## src/rtl/csram_pkg.sv

```systemverilog
// Purpose: shared constants and types for the clocked static memory host
// Assumes: 20 MHz mclk_in; slowest speed grade timing
// Notes:   times in ns, cycle counts derived by rounding
package csram_pkg;

   // ****************************************
   // clock and array
   // ****************************************
   localparam int CLK_PERIOD_NS = 50;
   localparam int ADDR_W        = 12;
   localparam int TMR_W         = 8;

   // ****************************************
   // times in ns
   // ****************************************
   localparam int STROBE_HIGH_NS        = 500;
   localparam int PRESET_INTERVAL_NS    = 250;
   localparam int ACCESS_DELAY_NS       = 500;
   localparam int WRITE_PULSE_WIDTH_NS  = 200;
   localparam int WRITE_DATA_SETUP_NS   = 200;
   localparam int OUTPUT_OFF_DELAY_NS   = 200;
   localparam int OUTPUT_ON_BEFORE_FALL_NS = 90;

   // least times round up, never below one cycle
   function automatic int csram_cyc_up(input int ns);
      int c;
      c = (ns + CLK_PERIOD_NS - 1) / CLK_PERIOD_NS;
      return (c < 1) ? 1 : c;
   endfunction : csram_cyc_up

   localparam int HIGH_CYC   = csram_cyc_up(STROBE_HIGH_NS);
   localparam int PRESET_CYC = csram_cyc_up(PRESET_INTERVAL_NS);
   localparam int ACCESS_CYC = csram_cyc_up(ACCESS_DELAY_NS);
   localparam int WW_CYC     = csram_cyc_up(WRITE_PULSE_WIDTH_NS);
   localparam int DS_CYC     = csram_cyc_up(WRITE_DATA_SETUP_NS);
   localparam int OFF_CYC    = csram_cyc_up(OUTPUT_OFF_DELAY_NS);
   localparam int ES_CYC     = csram_cyc_up(OUTPUT_ON_BEFORE_FALL_NS);

   // ****************************************
   // types
   // ****************************************
   typedef enum logic [1:0] {
      OP_READ  = 2'h0,
      OP_WRITE = 2'h1,
      OP_RMW   = 2'h2
   } csram_op_t;

   typedef enum logic [5:0] {
      ST_INIT    = 6'h01,
      ST_IDLE    = 6'h02,
      ST_ACCESS  = 6'h04,
      ST_RMW_OFF = 6'h08,
      ST_RMW_WR  = 6'h10,
      ST_PRESET  = 6'h20
   } csram_state_t;

   typedef struct packed {
      csram_op_t         op;
      logic [ADDR_W-1:0] addr;
      logic              wdata;
   } csram_req_t;

   typedef struct packed {
      logic              strobe;
      logic              chip_sel_n;
      logic              write_n;
      logic              output_on;
      logic              output_off_ctl;
      logic [ADDR_W-1:0] addr;
      logic              wdata;
      logic              wdata_oe;
   } csram_pins_t;

   localparam csram_pins_t PINS_RST = '{
      strobe: 1'h0, chip_sel_n: 1'h1, write_n: 1'h1, output_on: 1'h0,
      output_off_ctl: 1'h1, addr: 12'h000, wdata: 1'h0, wdata_oe: 1'h0};

endpackage : csram_pkg

```

## src/rtl/csram_timer.sv

```systemverilog
// Purpose: down counter pacing each strobe phase
// Assumes: load value is phase length minus one
// Notes:   expired while count is zero
`timescale 1ns/1ps
`default_nettype none
module csram_timer import csram_pkg::*; #(
   parameter int             W         = TMR_W,
   parameter logic [W-1:0]   RESET_CNT = '0
) (
   input  wire logic         mclk_in,     // 20 MHz clock
   input  wire logic         reset_n_in,  // async reset, low
   input  wire logic         clk_en_in,   // freezes count when low
   input  wire logic         load_in,     // load count
   input  wire logic [W-1:0] load_val_in, // cycles minus one
   output logic              expired_out  // count reached zero
);

   logic [W-1:0] cnt_ff;
   logic [W-1:0] nxt_cnt;

   assign nxt_cnt     = load_in ? load_val_in :
                        (cnt_ff != '0) ? cnt_ff - W'(1) : cnt_ff;
   assign expired_out = (cnt_ff == '0);

   always_ff @(posedge mclk_in or negedge reset_n_in) begin
      if (!reset_n_in) begin
         cnt_ff <= RESET_CNT;
      end else if (clk_en_in) begin
         cnt_ff <= nxt_cnt;
      end
   end

endmodule : csram_timer
`default_nettype wire

```

## src/rtl/csram_host.sv

```systemverilog
// Purpose: host that paces a 4096x1 clocked static memory
// Assumes: separate data in/out pins; wdata_oe lets them share a wire
// Notes:   one request at a time; status edges refine min times
`timescale 1ns/1ps
`default_nettype none
module csram_host import csram_pkg::*; #(
   parameter int   HIGH_CYC_P   = HIGH_CYC,
   parameter int   PRESET_CYC_P = PRESET_CYC,
   parameter int   ACCESS_CYC_P = ACCESS_CYC,
   parameter int   WW_CYC_P     = WW_CYC,
   parameter int   OFF_CYC_P    = OFF_CYC,
   parameter logic USE_STATUS   = 1'h1
) (
   input  wire logic        mclk_in,        // 20 MHz clock
   input  wire logic        reset_n_in,     // async reset, low
   input  wire logic        clk_en_in,      // freezes all state when low
   input  wire logic        req_valid_in,   // request offered
   input  wire csram_req_t  req_in,         // op, address, write bit
   output logic             req_ready_out,  // request may be taken
   output logic             resp_valid_out, // one-cycle completion pulse
   output logic             resp_rdata_out, // read bit, held
   output csram_pins_t      pins_out,       // memory pins
   input  wire logic        dout_in,        // memory data output
   input  wire logic        status_in       // memory cycle status
);

   // ****************************************
   // state
   // ****************************************
   csram_state_t state_ff,  nxt_state;
   csram_pins_t  pins_ff,   nxt_pins;
   csram_op_t    op_ff,     nxt_op;
   logic         ready_ff,  nxt_ready;
   logic         rvalid_ff, nxt_rvalid;
   logic         rdata_ff,  nxt_rdata;
   logic         tmr_load;
   logic [TMR_W-1:0] tmr_val;
   logic         tmr_exp;

   function automatic logic csram_reads(input csram_op_t op);
      return (op == OP_READ) || (op == OP_RMW);
   endfunction : csram_reads

   // ****************************************
   // decode
   // ****************************************
   wire take_req = req_valid_in && ready_ff;
   // write from rise: status rise is a valid completion mark
   wire status_hi = status_in || !USE_STATUS;
   wire status_lo = !status_in || !USE_STATUS;
   wire acc_done  = tmr_exp && status_hi;
   wire pre_done  = tmr_exp && status_lo;
   wire [TMR_W-1:0] high_val = TMR_W'(HIGH_CYC_P - 1);
   wire [TMR_W-1:0] acc_val  = TMR_W'(ACCESS_CYC_P - 1);
   wire [TMR_W-1:0] pre_val  = TMR_W'(PRESET_CYC_P - 1);
   wire [TMR_W-1:0] off_val  = TMR_W'(OFF_CYC_P - 1);
   wire [TMR_W-1:0] ww_val   = TMR_W'(WW_CYC_P - 1);

   csram_timer #(
      .W         (TMR_W),
      .RESET_CNT (TMR_W'(PRESET_CYC_P - 1))
   ) u_timer (
      .mclk_in     (mclk_in),
      .reset_n_in  (reset_n_in),
      .clk_en_in   (clk_en_in),
      .load_in     (tmr_load),
      .load_val_in (tmr_val),
      .expired_out (tmr_exp)
   );

   // ****************************************
   // sequencer
   // ****************************************
   always_comb begin
      nxt_state  = state_ff;
      nxt_pins   = pins_ff;
      nxt_op     = op_ff;
      nxt_ready  = ready_ff;
      nxt_rvalid = 1'h0;
      nxt_rdata  = rdata_ff;
      tmr_load   = 1'h0;
      tmr_val    = pre_val;
      case (state_ff)
         // strobe held low from reset until a full preset has run
         ST_INIT: begin
            if (pre_done) begin
               nxt_state = ST_IDLE;
               nxt_ready = 1'h1;
            end
         end
         ST_IDLE: begin
            if (take_req) begin
               nxt_state           = ST_ACCESS;
               nxt_ready           = 1'h0;
               nxt_op              = req_in.op;
               nxt_pins.strobe     = 1'h1;
               nxt_pins.chip_sel_n = 1'h0;
               nxt_pins.addr       = req_in.addr;
               nxt_pins.wdata      = req_in.wdata;
               // plain write: write_n low from rise, data stable
               nxt_pins.write_n    = (req_in.op != OP_WRITE);
               nxt_pins.wdata_oe   = (req_in.op == OP_WRITE);
               // buffer on from rise, well before the fall
               nxt_pins.output_on      = csram_reads(req_in.op);
               nxt_pins.output_off_ctl = !csram_reads(req_in.op);
               tmr_load = 1'h1;
               tmr_val  = (req_in.op == OP_RMW) ? acc_val : high_val;
            end
         end
         ST_ACCESS: begin
            if (acc_done) begin
               if (csram_reads(op_ff)) begin
                  nxt_rdata = dout_in;
               end
               tmr_load = 1'h1;
               if (op_ff == OP_RMW) begin
                  // release the buffer before driving a shared wire
                  nxt_state               = ST_RMW_OFF;
                  nxt_pins.output_on      = 1'h0;
                  nxt_pins.output_off_ctl = 1'h1;
                  tmr_val                 = off_val;
               end else begin
                  nxt_state       = ST_PRESET;
                  nxt_pins.strobe = 1'h0;
                  nxt_rvalid      = 1'h1;
               end
            end
         end
         ST_RMW_OFF: begin
            if (tmr_exp) begin
               nxt_state         = ST_RMW_WR;
               nxt_pins.write_n  = 1'h0;
               nxt_pins.wdata_oe = 1'h1;
               tmr_load          = 1'h1;
               tmr_val           = ww_val;
            end
         end
         // status rise already passed; only the counter ends the write
         ST_RMW_WR: begin
            if (tmr_exp) begin
               nxt_state       = ST_PRESET;
               nxt_pins.strobe = 1'h0;
               nxt_rvalid      = 1'h1;
               tmr_load        = 1'h1;
            end
         end
         ST_PRESET: begin
            // write already ended by the fall; zero hold needed
            nxt_pins.write_n        = 1'h1;
            nxt_pins.wdata_oe       = 1'h0;
            nxt_pins.chip_sel_n     = 1'h1;
            nxt_pins.output_on      = 1'h0;
            nxt_pins.output_off_ctl = 1'h1;
            if (pre_done) begin
               nxt_state = ST_IDLE;
               nxt_ready = 1'h1;
            end
         end
         default: begin
            nxt_state = ST_INIT;
            nxt_pins  = PINS_RST;
            nxt_ready = 1'h0;
            tmr_load  = 1'h1;
         end
      endcase
   end

   always_ff @(posedge mclk_in or negedge reset_n_in) begin
      if (!reset_n_in) begin
         state_ff  <= ST_INIT;
         pins_ff   <= PINS_RST;
         op_ff     <= OP_READ;
         ready_ff  <= 1'h0;
         rvalid_ff <= 1'h0;
         rdata_ff  <= 1'h0;
      end else if (clk_en_in) begin
         state_ff  <= nxt_state;
         pins_ff   <= nxt_pins;
         op_ff     <= nxt_op;
         ready_ff  <= nxt_ready;
         rvalid_ff <= nxt_rvalid;
         rdata_ff  <= nxt_rdata;
      end
   end

   assign pins_out       = pins_ff;
   assign req_ready_out  = ready_ff;
   assign resp_valid_out = rvalid_ff;
   assign resp_rdata_out = rdata_ff;

   // ****************************************
   // checks
   // ****************************************
   logic [TMR_W-1:0] hi_cnt_ff, lo_cnt_ff, ovl_cnt_ff;
   logic [TMR_W-1:0] on_cnt_ff, off_cnt_ff, stab_cnt_ff;
   logic             wd_prev_ff;

   function automatic logic [TMR_W-1:0] csram_sat(input logic [TMR_W-1:0] c);
      return (c == '1) ? c : c + TMR_W'(1);
   endfunction : csram_sat

   always_ff @(posedge mclk_in or negedge reset_n_in) begin
      if (!reset_n_in) begin
         hi_cnt_ff   <= '0;
         lo_cnt_ff   <= '0;
         ovl_cnt_ff  <= '0;
         on_cnt_ff   <= '0;
         off_cnt_ff  <= '0;
         stab_cnt_ff <= '0;
         wd_prev_ff  <= 1'h0;
      end else if (clk_en_in) begin
         hi_cnt_ff   <= pins_ff.strobe ? csram_sat(hi_cnt_ff) : '0;
         lo_cnt_ff   <= !pins_ff.strobe ? csram_sat(lo_cnt_ff) : '0;
         ovl_cnt_ff  <= (pins_ff.strobe && !pins_ff.write_n) ? csram_sat(ovl_cnt_ff) : '0;
         on_cnt_ff   <= pins_ff.output_on ? csram_sat(on_cnt_ff) : '0;
         off_cnt_ff  <= !pins_ff.output_on ? csram_sat(off_cnt_ff) : '0;
         stab_cnt_ff <= (pins_ff.wdata_oe && pins_ff.wdata == wd_prev_ff) ?
                        csram_sat(stab_cnt_ff) : '0;
         wd_prev_ff  <= pins_ff.wdata;
      end
   end
endmodule : csram_host
`default_nettype wire

```

## config.mk

```make
export PLATFORM = sky130hd
export DESIGN_NAME = csram_host
export DESIGN_NICKNAME = d
export VERILOG_FILES = /design/src/rtl/csram_pkg.sv /design/src/rtl/csram_timer.sv /design/src/rtl/csram_host.sv
export SDC_FILE = /design/constraint.sdc
export NUM_CORES = 1
export LEC_CHECK = 0
export BUFFER_PORTS_ARGS = -buffer_cell sky130_fd_sc_hd__buf_2
export CAP_MARGIN = 20
export CORE_ASPECT_RATIO = 0.8
export CORE_MARGIN = 4
export CORE_UTILIZATION = 58
export DETAILED_ROUTE_END_ITERATION = 12
export GPL_TIMING_DRIVEN = 1
export MAX_ROUTING_LAYER = met4
export PLACE_DENSITY = 0.93
export SLEW_MARGIN = 15
export SYNTH_ARGS = -nofsm -noshare
export SYNTH_HDL_FRONTEND = slang
export SYNTH_SLANG_ARGS = --single-unit
```

## constraint.sdc

```tcl
create_clock -name mclk_in -period 8.24 [get_ports mclk_in]
set_clock_uncertainty 0.2 [all_clocks]
set_input_delay 0.824 -clock mclk_in [delete_from_list [all_inputs] [get_ports mclk_in]]
set_output_delay 0.824 -clock mclk_in [all_outputs]
set_load 0.1 [all_outputs]
```

==> flow_metrics.py, run 1 <==
metrics = {
    "global_routing": {
        "grt_antenna_before_repair": 0,
        "grt_pass1_vias": 1762,
        "grt.total_usage_pct": 23.2,
        "grt_busiest_layer": "met1",
        "grt_max_degree": 39,
        "grt_overflow_total": 0,
        "met3_usage_pct": 4.27,
        "use_met2_pct": 30.5,
        "grt_pass1_wl_um": 8780,
        "use_met1_pct": 35.9,
    },
    "clock_tree": {
        "htreeDepth": 2,
        "post_cts_resized": 0,
        "cts_setup_buffers": 0,
        "path_clk_slew_ns": 0.07,
        "cts.sinks": 38,
        "cts_root_buffer": "clkbuf_8",
        "numCtsBuffers": 5,
        "cts_hold_buf": 0,
        "cts_buffer_depth": 2,
        "insertion_delay_ns": 0.29,
        "cts_tree": "done",
    },
    "drt": {
        "via_per_inst": 6.07,
        "wirelength_um": 5230,
        "drt-wirelength-per-cell_um": 16.3,
        "ant_nets": 0,
        "via_count": 1950,
        "drt_iter0_markers": 196,
        "drcViolationCount": 0,
        "firstDrtPassIters": 5,
    },
    "timing": {
        "finalHoldViolations": 0,
        "timing.final.crit_share_pct": 37.5,
        "min_period_ns": 3.09,
        "slew_viol_final": 0,
        "max_freq_ghz": 0.324,
        "slew_headroom_pct": 35.2,
        "totalNegativeSetupSlack_ns": 0,
        "finalSetupViolCount": 0,
        "rsz0062_at_grt": "false",
        "tightest_slew_ns": 0.968,
    },
    "worst_setup_path": {
        "crit_start": "u_timer.cnt_ff[0]",
        "crit_path_start_kind": "flip-flop",
        "critPathArrivalTime_ns": 3.06,
        "worst_ep_required_time_ns": 8.21,
        "criticalPathCategory": "reg2reg",
        "r2r_start": "u_timer.cnt_ff[0]",
        "crit_fanout": 7,
        "cp-end-kind": "flip-flop",
    },
    "yosys": {
        "syn_nets": 267,
        "synth_edf_count": 0,
        "avgSynthCellArea_um2": 9.01,
        "seq_area_frac_synth_pct": 43.5,
        "synthArstFlopShare_pct": 100,
        "ys_ff_latch": 38,
        "ys_types": 60,
        "synth_ff_type": "dfrtp_1",
        "yosysWarnings": 0,
        "synth_area_mm2": 0.00220,
        "syn_inst": 244,
    },
    "min_path": {
        "hp-class": "reg2reg",
        "worstHoldStart": "pins_out[10]",
    },
    "final_layout": {
        "antennaDiodeCount": 0,
        "syn2layout_area_growth_pct": 12.4,
        "drive_gt1_share_pct": 24.0,
        "fin_nets": 301,
    },
    "floorplan": {
        "fp.coreArea_mm2": 0.00354,
        "die_w_um": 76.9,
        "die-area_mm2": 0.00485,
        "pin_count": 43,
        "initial_utilization_pct": 62.1,
        "rows": 19,
        "die_h_um": 63.1,
    },
    "place": {
        "io_buffer_count": 42,
        "gp_congestion": 0.903,
        "dp_hpwl_um": 3800,
    },
    "run_status": {
        "status": "finished clean",
    },
    "job": {
        "maxCapViolCount": 0,
    },
}
## layout make-up
class	instances	area (um^2)
multi-input cells	177	1120
fillers	295	1070
flip-flops and latches	38	957
repair buffers	42	210
clock buffers	8	80.1
inverters	14	52.6
well taps	42	52.6
## cells in the mapped netlist, drive strengths merged (3+ instances only)
cell type  number  share of area, %
dfrtp          33                38
a31oi           3              0.85
or4             4               1.4
a21o            4               1.4
nor2b           3              0.85
clkbuf         12               2.6
nor3b           4               1.4
nand2          35               6.0
nor4            6               2.0
mux2i           3               1.4
o21ai          26               5.9
nor2           15               2.6
nand3           5               1.1
o31ai           3               1.0
nor3           11               2.5
xnor2           3               1.2
dfstp           5               6.0
inv            13               2.2
mux2            7               3.6
buf             3              0.63
## worst max-delay path, cell delays in order (launching register included)
cell,delay (ns)
dfrtp_1,0.40
inv_1,0.09
ha_1,0.17
or4b_4,0.50
or4_1,0.57
a2111oi_4,0.65
mux2_2,0.39
## placed cells by master, fill, tap and decap left out, types with 3 or more instances in the layout
| cell | instances |
|---|---|
| dfrtp_1 | 33 |
| clkbuf_1 | 3 |
| nor4_1 | 5 |
| xnor2_1 | 3 |
| inv_1 | 13 |
| nor2_1 | 15 |
| nor2b_1 | 3 |
| a21o_1 | 4 |
| clkbuf_8 | 5 |
| mux2i_1 | 3 |
| buf_2 | 42 |
| o31ai_1 | 3 |
| nand3_1 | 5 |
| nor3_1 | 11 |
| dfstp_2 | 5 |
| o21ai_0 | 26 |
| nand2_1 | 35 |
| mux2_2 | 7 |
| a31oi_1 | 3 |
| nor3b_1 | 4 |
| or4_1 | 4 |
## logic make-up (layout without fill, tap and decap cells)
group / after synthesis / after routing / synth area share (%)
simple gates: 100 / 100 / 23.7
xor+xnor: 4 / 4 / 1.59
fa+ha+maj: 2 / 2 / 1.14
flops: 38 / 38 / 43.5
buf+inv: 29 / 64 / 5.57
mux: 10 / 10 / 4.95
compound gates: 61 / 61 / 19.5
## state kept, by name, summed over array words and instances, names as in the netlist
| register | flops |
|---|---|
| u_timer.cnt_ff | 8 |
| resp_valid_out | 1 |
| pins_out | 19 |
| resp_rdata_out | 1 |
| op_ff | 2 |
| req_ready_out | 1 |
| state_ff | 6 |
## path summary, 6_finish.rpt
kind | end | slack, ns | cells past startpoint
setup / recovery | state_ff[5] | 5.15 | 6
hold / removal | pins_out[10] | 0.28 | 2
setup reg to reg | state_ff[5] | 5.15 | 6
hold reg to reg | pins_out[10] | 0.28 | 2
max in group asynchronous | op_ff[0] | 6.91 | 1
min in group asynchronous | pins_out[7] | 0.42 | 1
## stage by stage
step	worst slack (ns)	hold WS (ns)	area [um^2]	std cells	utilization [%]
global route	5.04	0.307	2470	321	69.8
global placement	5.25	0.259	2390	313	67.5
floorplan	5.39	0.273	2200	244	-
detailed placement	5.19	0.265	2390	313	67.5
CTS	5.18	0.280	2470	321	69.8
finish	5.15	0.277	2470	321	69.8
## per-layer routing
layer  vias to the layer above  share of wire [%]
met5                         -                  0
met4                         0                1.2
met3                        12                7.7
met2                        84                 44
met1                       904                 47
li1                        950                  -
Power of run 1 is left out: the tool's default activity adds up to more than one toggle a clock period on the data nets, which glitch-free logic cannot reach.
==> run 2, diff against run 1 <==
--- a/config.mk
+++ b/config.mk
@@ -9,11 +9,11 @@
 export CAP_MARGIN = 20
 export CORE_ASPECT_RATIO = 0.8
 export CORE_MARGIN = 4
-export CORE_UTILIZATION = 58
+export CORE_UTILIZATION = 50
 export DETAILED_ROUTE_END_ITERATION = 12
 export GPL_TIMING_DRIVEN = 1
 export MAX_ROUTING_LAYER = met4
-export PLACE_DENSITY = 0.93
+export PLACE_DENSITY = 0.86
 export SLEW_MARGIN = 15
 export SYNTH_ARGS = -nofsm -noshare
 export SYNTH_HDL_FRONTEND = slang
==> constraint.sdc (replaced) <==
create_clock -name mclk_in -period 2.6 [get_ports mclk_in]
set_clock_uncertainty 0.2 [all_clocks]
set_input_delay 0.26 -clock mclk_in [delete_from_list [all_inputs] [get_ports mclk_in]]
set_output_delay 0.26 -clock mclk_in [all_outputs]
set_load 0.1 [all_outputs]
==> run 2 against run 1 <==
Register-to-register slack lost 5.2 ns. Utilization is 0.35 points higher. Final cell count up 17%. The run now ends with setup timing left. Worst hold slack worse by 0.27 ns. Sequential share of layout area down 6.2 points. Non-clock buffer count rose by 38.
==> flow_metrics.py, run 2 (same netlist as run 1, synthesis figures left out) <==
metrics = {
    "job": {
        "maxCapViolCount": 0,
    },
    "floorplan": {
        "die_h_um": 67.3,
        "die_w_um": 82.2,
        "rows": 21,
        "die-area_mm2": 0.00553,
        "pin_count": 43,
        "fp.coreArea_mm2": 0.00420,
        "initial_utilization_pct": 52.3,
    },
    "global_routing": {
        "grt_pass1_vias": 1970,
        "grt_max_degree": 39,
        "grt_antenna_before_repair": 0,
        "grt_pass1_wl_um": 9480,
        "grt_overflow_total": 0,
        "grt.total_usage_pct": 23.2,
    },
    "worst_setup_path": {
        "path_buf_inv": 2,
        "cp_top_family": "simple AND/OR/NAND/NOR gates",
        "crit_fanout": 4,
        "cp-end-kind": "flip-flop",
        "reg2regPathDepth": 7,
        "criticalPathCategory": "reg2reg",
        "crit_chain": "inv_2 > ha_4 > or4b_4 > or4_4 > a2111oi_4 > buf_4 > mux2_4",
        "critPathArrivalTime_ns": 2.66,
        "r2r_slack_ns": -0.07,
        "slowest_delay_ns": 0.46,
        "critPathSlowestCell": "or4b_4",
        "worst_ep_required_time_ns": 2.59,
        "rr_endpoint": "state_ff[1]",
        "crit_path_start_kind": "flip-flop",
        "r2r_start": "u_timer.cnt_ff[0]",
    },
    "clock_tree": {
        "htreeDepth": 2,
        "cts_buffer_depth": 2,
        "cts.sinks": 38,
        "path_clk_slew_ns": 0.08,
        "cts_tree": "done",
        "insertion_delay_ns": 0.30,
        "cts_root_buffer": "clkbuf_8",
        "numCtsBuffers": 5,
    },
    "final_layout": {
        "fin_util_pct": 70.1,
        "register_area_um2": 958,
        "multi_input_area_mm2": 0.00121,
        "fin_cells": 374,
        "drive_gt1_share_pct": 36.6,
        "fin_nets": 339,
        "syn2layout_area_growth_pct": 34.1,
        "largest_register_ffs": 19,
        "layout_commonest_cell": "buf_2",
        "antennaDiodeCount": 0,
        "final_cell_mix": "buf_2 (42), nand2_1 (35), buf_4 (33), dfrtp_1 (32), o21ai_0 (26)",
        "num-fill-cells": 313,
    },
    "drt": {
        "drt_iter0_markers": 214,
        "firstDrtPassIters": 4,
        "via_per_inst": 5.75,
        "drcViolationCount": 0,
        "drt-wirelength-per-cell_um": 16.1,
        "wirelength_um": 6040,
        "via_count": 2151,
        "ant_nets": 0,
    },
    "place": {
        "dp_cells": 354,
        "dp_hpwl_um": 4140,
        "gp_congestion": 0.932,
        "io_buffer_count": 42,
    },
    "timing": {
        "finalSetupViolCount": 5,
        "setup_slack_ns": -0.0678,
        "max_freq_ghz": 0.375,
        "slew_viol_final": 0,
        "finalHoldViolations": 0,
        "timing.final.crit_share_pct": 103,
        "slew_headroom_pct": 43.0,
        "tightest_slew_ns": 0.854,
        "rsz0062_at_grt": "true",
        "min_period_ns": 2.67,
    },
    "run_status": {
        "violations": "setup timing",
        "status": "finished, violations left",
    },
    "min_path": {
        "hp-class": "in2reg",
        "whs_path_depth": 3,
        "whs_endpoint": "pins_out[9]",
        "worstHoldStart": "req_in[8]",
    },
}
[run 2: metrics by stage]
| stage | setup WS, ns | hold WS [ns] | instance area (um^2) | TNS, ns |
|---|---|---|---|---|
| finish | -0.0678 | 0.00565 | 2950 | -0.268 |
| CTS | -0.0538 | 0.00668 | 2870 | -0.218 |
| detailed placement | -0.137 | 0.211 | 2610 | -0.852 |
| global placement | -0.0800 | 0.202 | 2610 | -0.280 |
| global route | -0.121 | 0.0158 | 2950 | -0.679 |
| floorplan | -0.201 | -0.236 | 2200 | -0.564 |
[run 2: final cells by class]
| cell class | count | area share [%] |
|---|---|---|
| clock buffers | 6 | 2.80 |
| clock inverters | 2 | 2.04 |
| inverters | 14 | 1.78 |
| multi-input cells | 177 | 41.2 |
| flip-flops and latches | 38 | 32.5 |
| well taps | 57 | 2.42 |
| repair buffers | 80 | 17.3 |
[run 2: how the worst max path moves through the flow]
| stage | start | endpoint | slack (ns) | depth (start not counted) |
|---|---|---|---|---|
| 2_1_floorplan | u_timer.cnt_ff[0] | state_ff[1] | -0.20 | 7 |
| 3_3_place_gp | u_timer.cnt_ff[0] | state_ff[5] | -0.08 | 6 |
| 3_5_place_dp | u_timer.cnt_ff[0] | state_ff[1] | -0.14 | 6 |
| 4_1_cts | u_timer.cnt_ff[1] | state_ff[1] | -0.05 | 7 |
| 5_1_grt | u_timer.cnt_ff[0] | state_ff[1] | -0.12 | 7 |
| 6_report | u_timer.cnt_ff[0] | state_ff[1] | -0.07 | 7 |
[run 2: per-layer routing]
| layer | GRT usage [%] | vias up | part of all wire (%) |
|---|---|---|---|
| met5 | - | - | 0 |
| met4 | 6.43 | 0 | 0.93 |
| met3 | 4.67 | 9 | 7.3 |
| met2 | 37.3 | 82 | 48 |
| met1 | 30.1 | 1034 | 44 |
| li1 | - | 1026 | - |
[run 2: worst register-to-register path, stage by stage, from the launching register on]
cell and delay (ns):
dfrtp_1 0.39, inv_2 0.08, ha_4 0.13, or4b_4 0.46
or4_4 0.45, a2111oi_4 0.34, buf_4 0.20, mux2_4 0.30
[run 2: timing repair]
| item | 4_1_cts | 5_1_grt |
|---|---|---|
| setup buffers | 4 | 4 |
| endpoints found under the setup margin | 12 | 16 |
| cloned | 0 | 0 |
| endpoints found under the hold margin | 36 | 0 |
| hold buffers | 4 | 0 |
| resized for setup | 11 | 8 |
| pin swaps | 1 | 1 |
Power of run 2 is left out for the same reason.
==> run 3, diff against run 2 <==
--- a/config.mk
+++ b/config.mk
@@ -12,7 +12,6 @@
 export CORE_UTILIZATION = 50
 export DETAILED_ROUTE_END_ITERATION = 12
 export GPL_TIMING_DRIVEN = 1
-export MAX_ROUTING_LAYER = met4
 export PLACE_DENSITY = 0.86
 export SLEW_MARGIN = 15
 export SYNTH_ARGS = -nofsm -noshare
==> run 3 against run 2 <==
The run ends with hold timing, setup timing left. First-iteration DRC count decreased by 28%. Sequential share of layout area increased by 0.32 points. Setup slack got worse by 0.024 ns. Register-to-register slack got worse by 0.02 ns. Via count decreased by 0.51%. Critical path depth unchanged. Worst hold slack got worse by 0.0061 ns. Die area unchanged. Sequential cell count unchanged. Final cell count increased by 0.27%. Routed wire length decreased by 1.3%. Design area decreased by 0.98%.
==> flow_metrics.py, run 3 (same netlist as run 1, synthesis figures left out) <==
metrics = {
    "place": {
        "pre_cts_ws_ns": -0.132,
        "io_buffer_count": 42,
        "dp_hpwl_um": 4160,
        "gp_congestion": 0.903,
    },
    "timing": {
        "finalHoldViolations": 1,
        "slew_viol_final": 0,
        "tightest_slew_ns": 0.831,
        "hold-worst-slack_ns": -0.000490,
        "max_freq_ghz": 0.371,
        "totalNegativeSetupSlack_ns": -0.303,
        "setup_slack_ns": -0.0921,
        "slew_headroom_pct": 44.6,
        "rsz0062_at_grt": "true",
        "finalSetupViolCount": 5,
        "timing.final.crit_share_pct": 104,
        "min_period_ns": 2.69,
    },
    "clock_tree": {
        "cts_root_buffer": "clkbuf_8",
        "cts_tree": "done",
        "path_clk_slew_ns": 0.08,
        "cts.sinks": 38,
        "cts_buffer_depth": 2,
        "htreeDepth": 2,
        "numCtsBuffers": 5,
        "insertion_delay_ns": 0.29,
    },
    "final_layout": {
        "drive_gt1_share_pct": 35.8,
        "fin_nets": 340,
        "antennaDiodeCount": 0,
        "multi_input_area_mm2": 0.00117,
        "layout_commonest_cell": "buf_2",
        "fin_util_pct": 69.5,
        "num-fill-cells": 341,
        "largest_register_ffs": 19,
        "register_area_um2": 958,
        "final_cell_mix": "buf_2 (42), nand2_1 (35), buf_4 (33), dfrtp_1 (32), o21ai_0 (26)",
        "syn2layout_area_growth_pct": 32.8,
    },
    "worst_setup_path": {
        "crit_chain": "inv_2 > ha_4 > or4b_4 > or4_4 > a2111oi_4 > buf_4 > mux2_2",
        "criticalPathCategory": "reg2reg",
        "crit_fanout": 4,
        "crit_path_start_kind": "flip-flop",
        "r2r_start": "u_timer.cnt_ff[0]",
        "rr_endpoint": "state_ff[5]",
        "worst_ep_required_time_ns": 2.58,
        "critPathArrivalTime_ns": 2.68,
        "slowest_delay_ns": 0.46,
        "r2r_slack_ns": -0.09,
        "path_buf_inv": 2,
        "reg2regPathDepth": 7,
        "cp_top_family": "simple AND/OR/NAND/NOR gates",
        "cp-end-kind": "flip-flop",
        "critPathSlowestCell": "or4b_4",
    },
    "global_routing": {
        "grt_pass1_vias": 1905,
        "grt_antenna_before_repair": 0,
        "grt_overflow_total": 0,
        "grt.total_usage_pct": 22.5,
        "grt_pass1_wl_um": 9290,
        "grt_max_degree": 39,
    },
    "min_path": {
        "whs_endpoint": "pins_out[5]",
        "hp-class": "in2reg",
        "worstHoldStart": "req_in[4]",
        "whs_path_depth": 3,
    },
    "floorplan": {
        "die-area_mm2": 0.00553,
        "fp.coreArea_mm2": 0.00420,
        "die_h_um": 67.3,
        "pin_count": 43,
        "initial_utilization_pct": 52.3,
        "rows": 21,
        "die_w_um": 82.2,
    },
    "drt": {
        "drcViolationCount": 0,
        "via_count": 2140,
        "wirelength_um": 5960,
        "drt-wirelength-per-cell_um": 15.9,
        "drt_iter0_markers": 154,
        "firstDrtPassIters": 4,
        "via_per_inst": 5.71,
        "ant_nets": 0,
    },
    "job": {
        "maxCapViolCount": 0,
    },
    "run_status": {
        "status": "finished, violations left",
        "violations": "hold timing, setup timing",
    },
}
[run 3: worst max-delay path by stage]
| stage | from | end | slack [ns] | depth (start not counted) |
|---|---|---|---|---|
| 4_1_cts | u_timer.cnt_ff[1] | state_ff[1] | -0.11 | 7 |
| 3_3_place_gp | u_timer.cnt_ff[0] | state_ff[1] | -0.08 | 6 |
| 5_1_grt | u_timer.cnt_ff[0] | state_ff[5] | -0.14 | 7 |
| 6_report | u_timer.cnt_ff[0] | state_ff[5] | -0.09 | 7 |
| 2_1_floorplan | u_timer.cnt_ff[0] | state_ff[1] | -0.20 | 7 |
| 3_5_place_dp | u_timer.cnt_ff[1] | state_ff[1] | -0.13 | 6 |
[run 3: worst register-to-register path, delay by kind of cell, from the launching register on]
kind | cells | cell delay [ns]
DFF | 1 | 0.39
muxes | 1 | 0.33
adders and majority gates | 1 | 0.13
and+or+nand+nor | 2 | 0.91
AOI/OAI and AO/OA | 1 | 0.35
buffers and inverters | 2 | 0.27
[run 3: area by class of cell]
type / count / share of cell area, %
repair buffers: 81 / 18.1
clock buffers: 6 / 2.83
clock inverters: 2 / 2.06
multi-input cells: 177 / 40.0
flip-flops and latches: 38 / 32.8
well taps: 57 / 2.44
inverters: 14 / 1.80
[run 3: metal layers]
metal,vias to the layer above,part of all wire [%],track usage [%]
li1,1028,-,-
met1,1030,45,31.1
met2,75,47,35.3
met3,7,7.0,5.47
met4,0,0.96,6.02
met5,-,0,0
[run 3: what timing repair did]
action,in CTS,in global routing
gates resized for setup,6,4
buffers inserted,3,6
hold buffers,4,1
pin swaps,1,1
endpoints found under the setup margin,7,17
endpoints found under the hold margin,36,1
[run 3: through the flow]
stage                     area [um^2]  instances
after global routing             2920        375
after global placement           2610        353
final                            2920        375
after detailed placement         2610        353
after floorplan                  2200        244
after CTS                        2840        368
Power of run 3 is left out for the same reason.
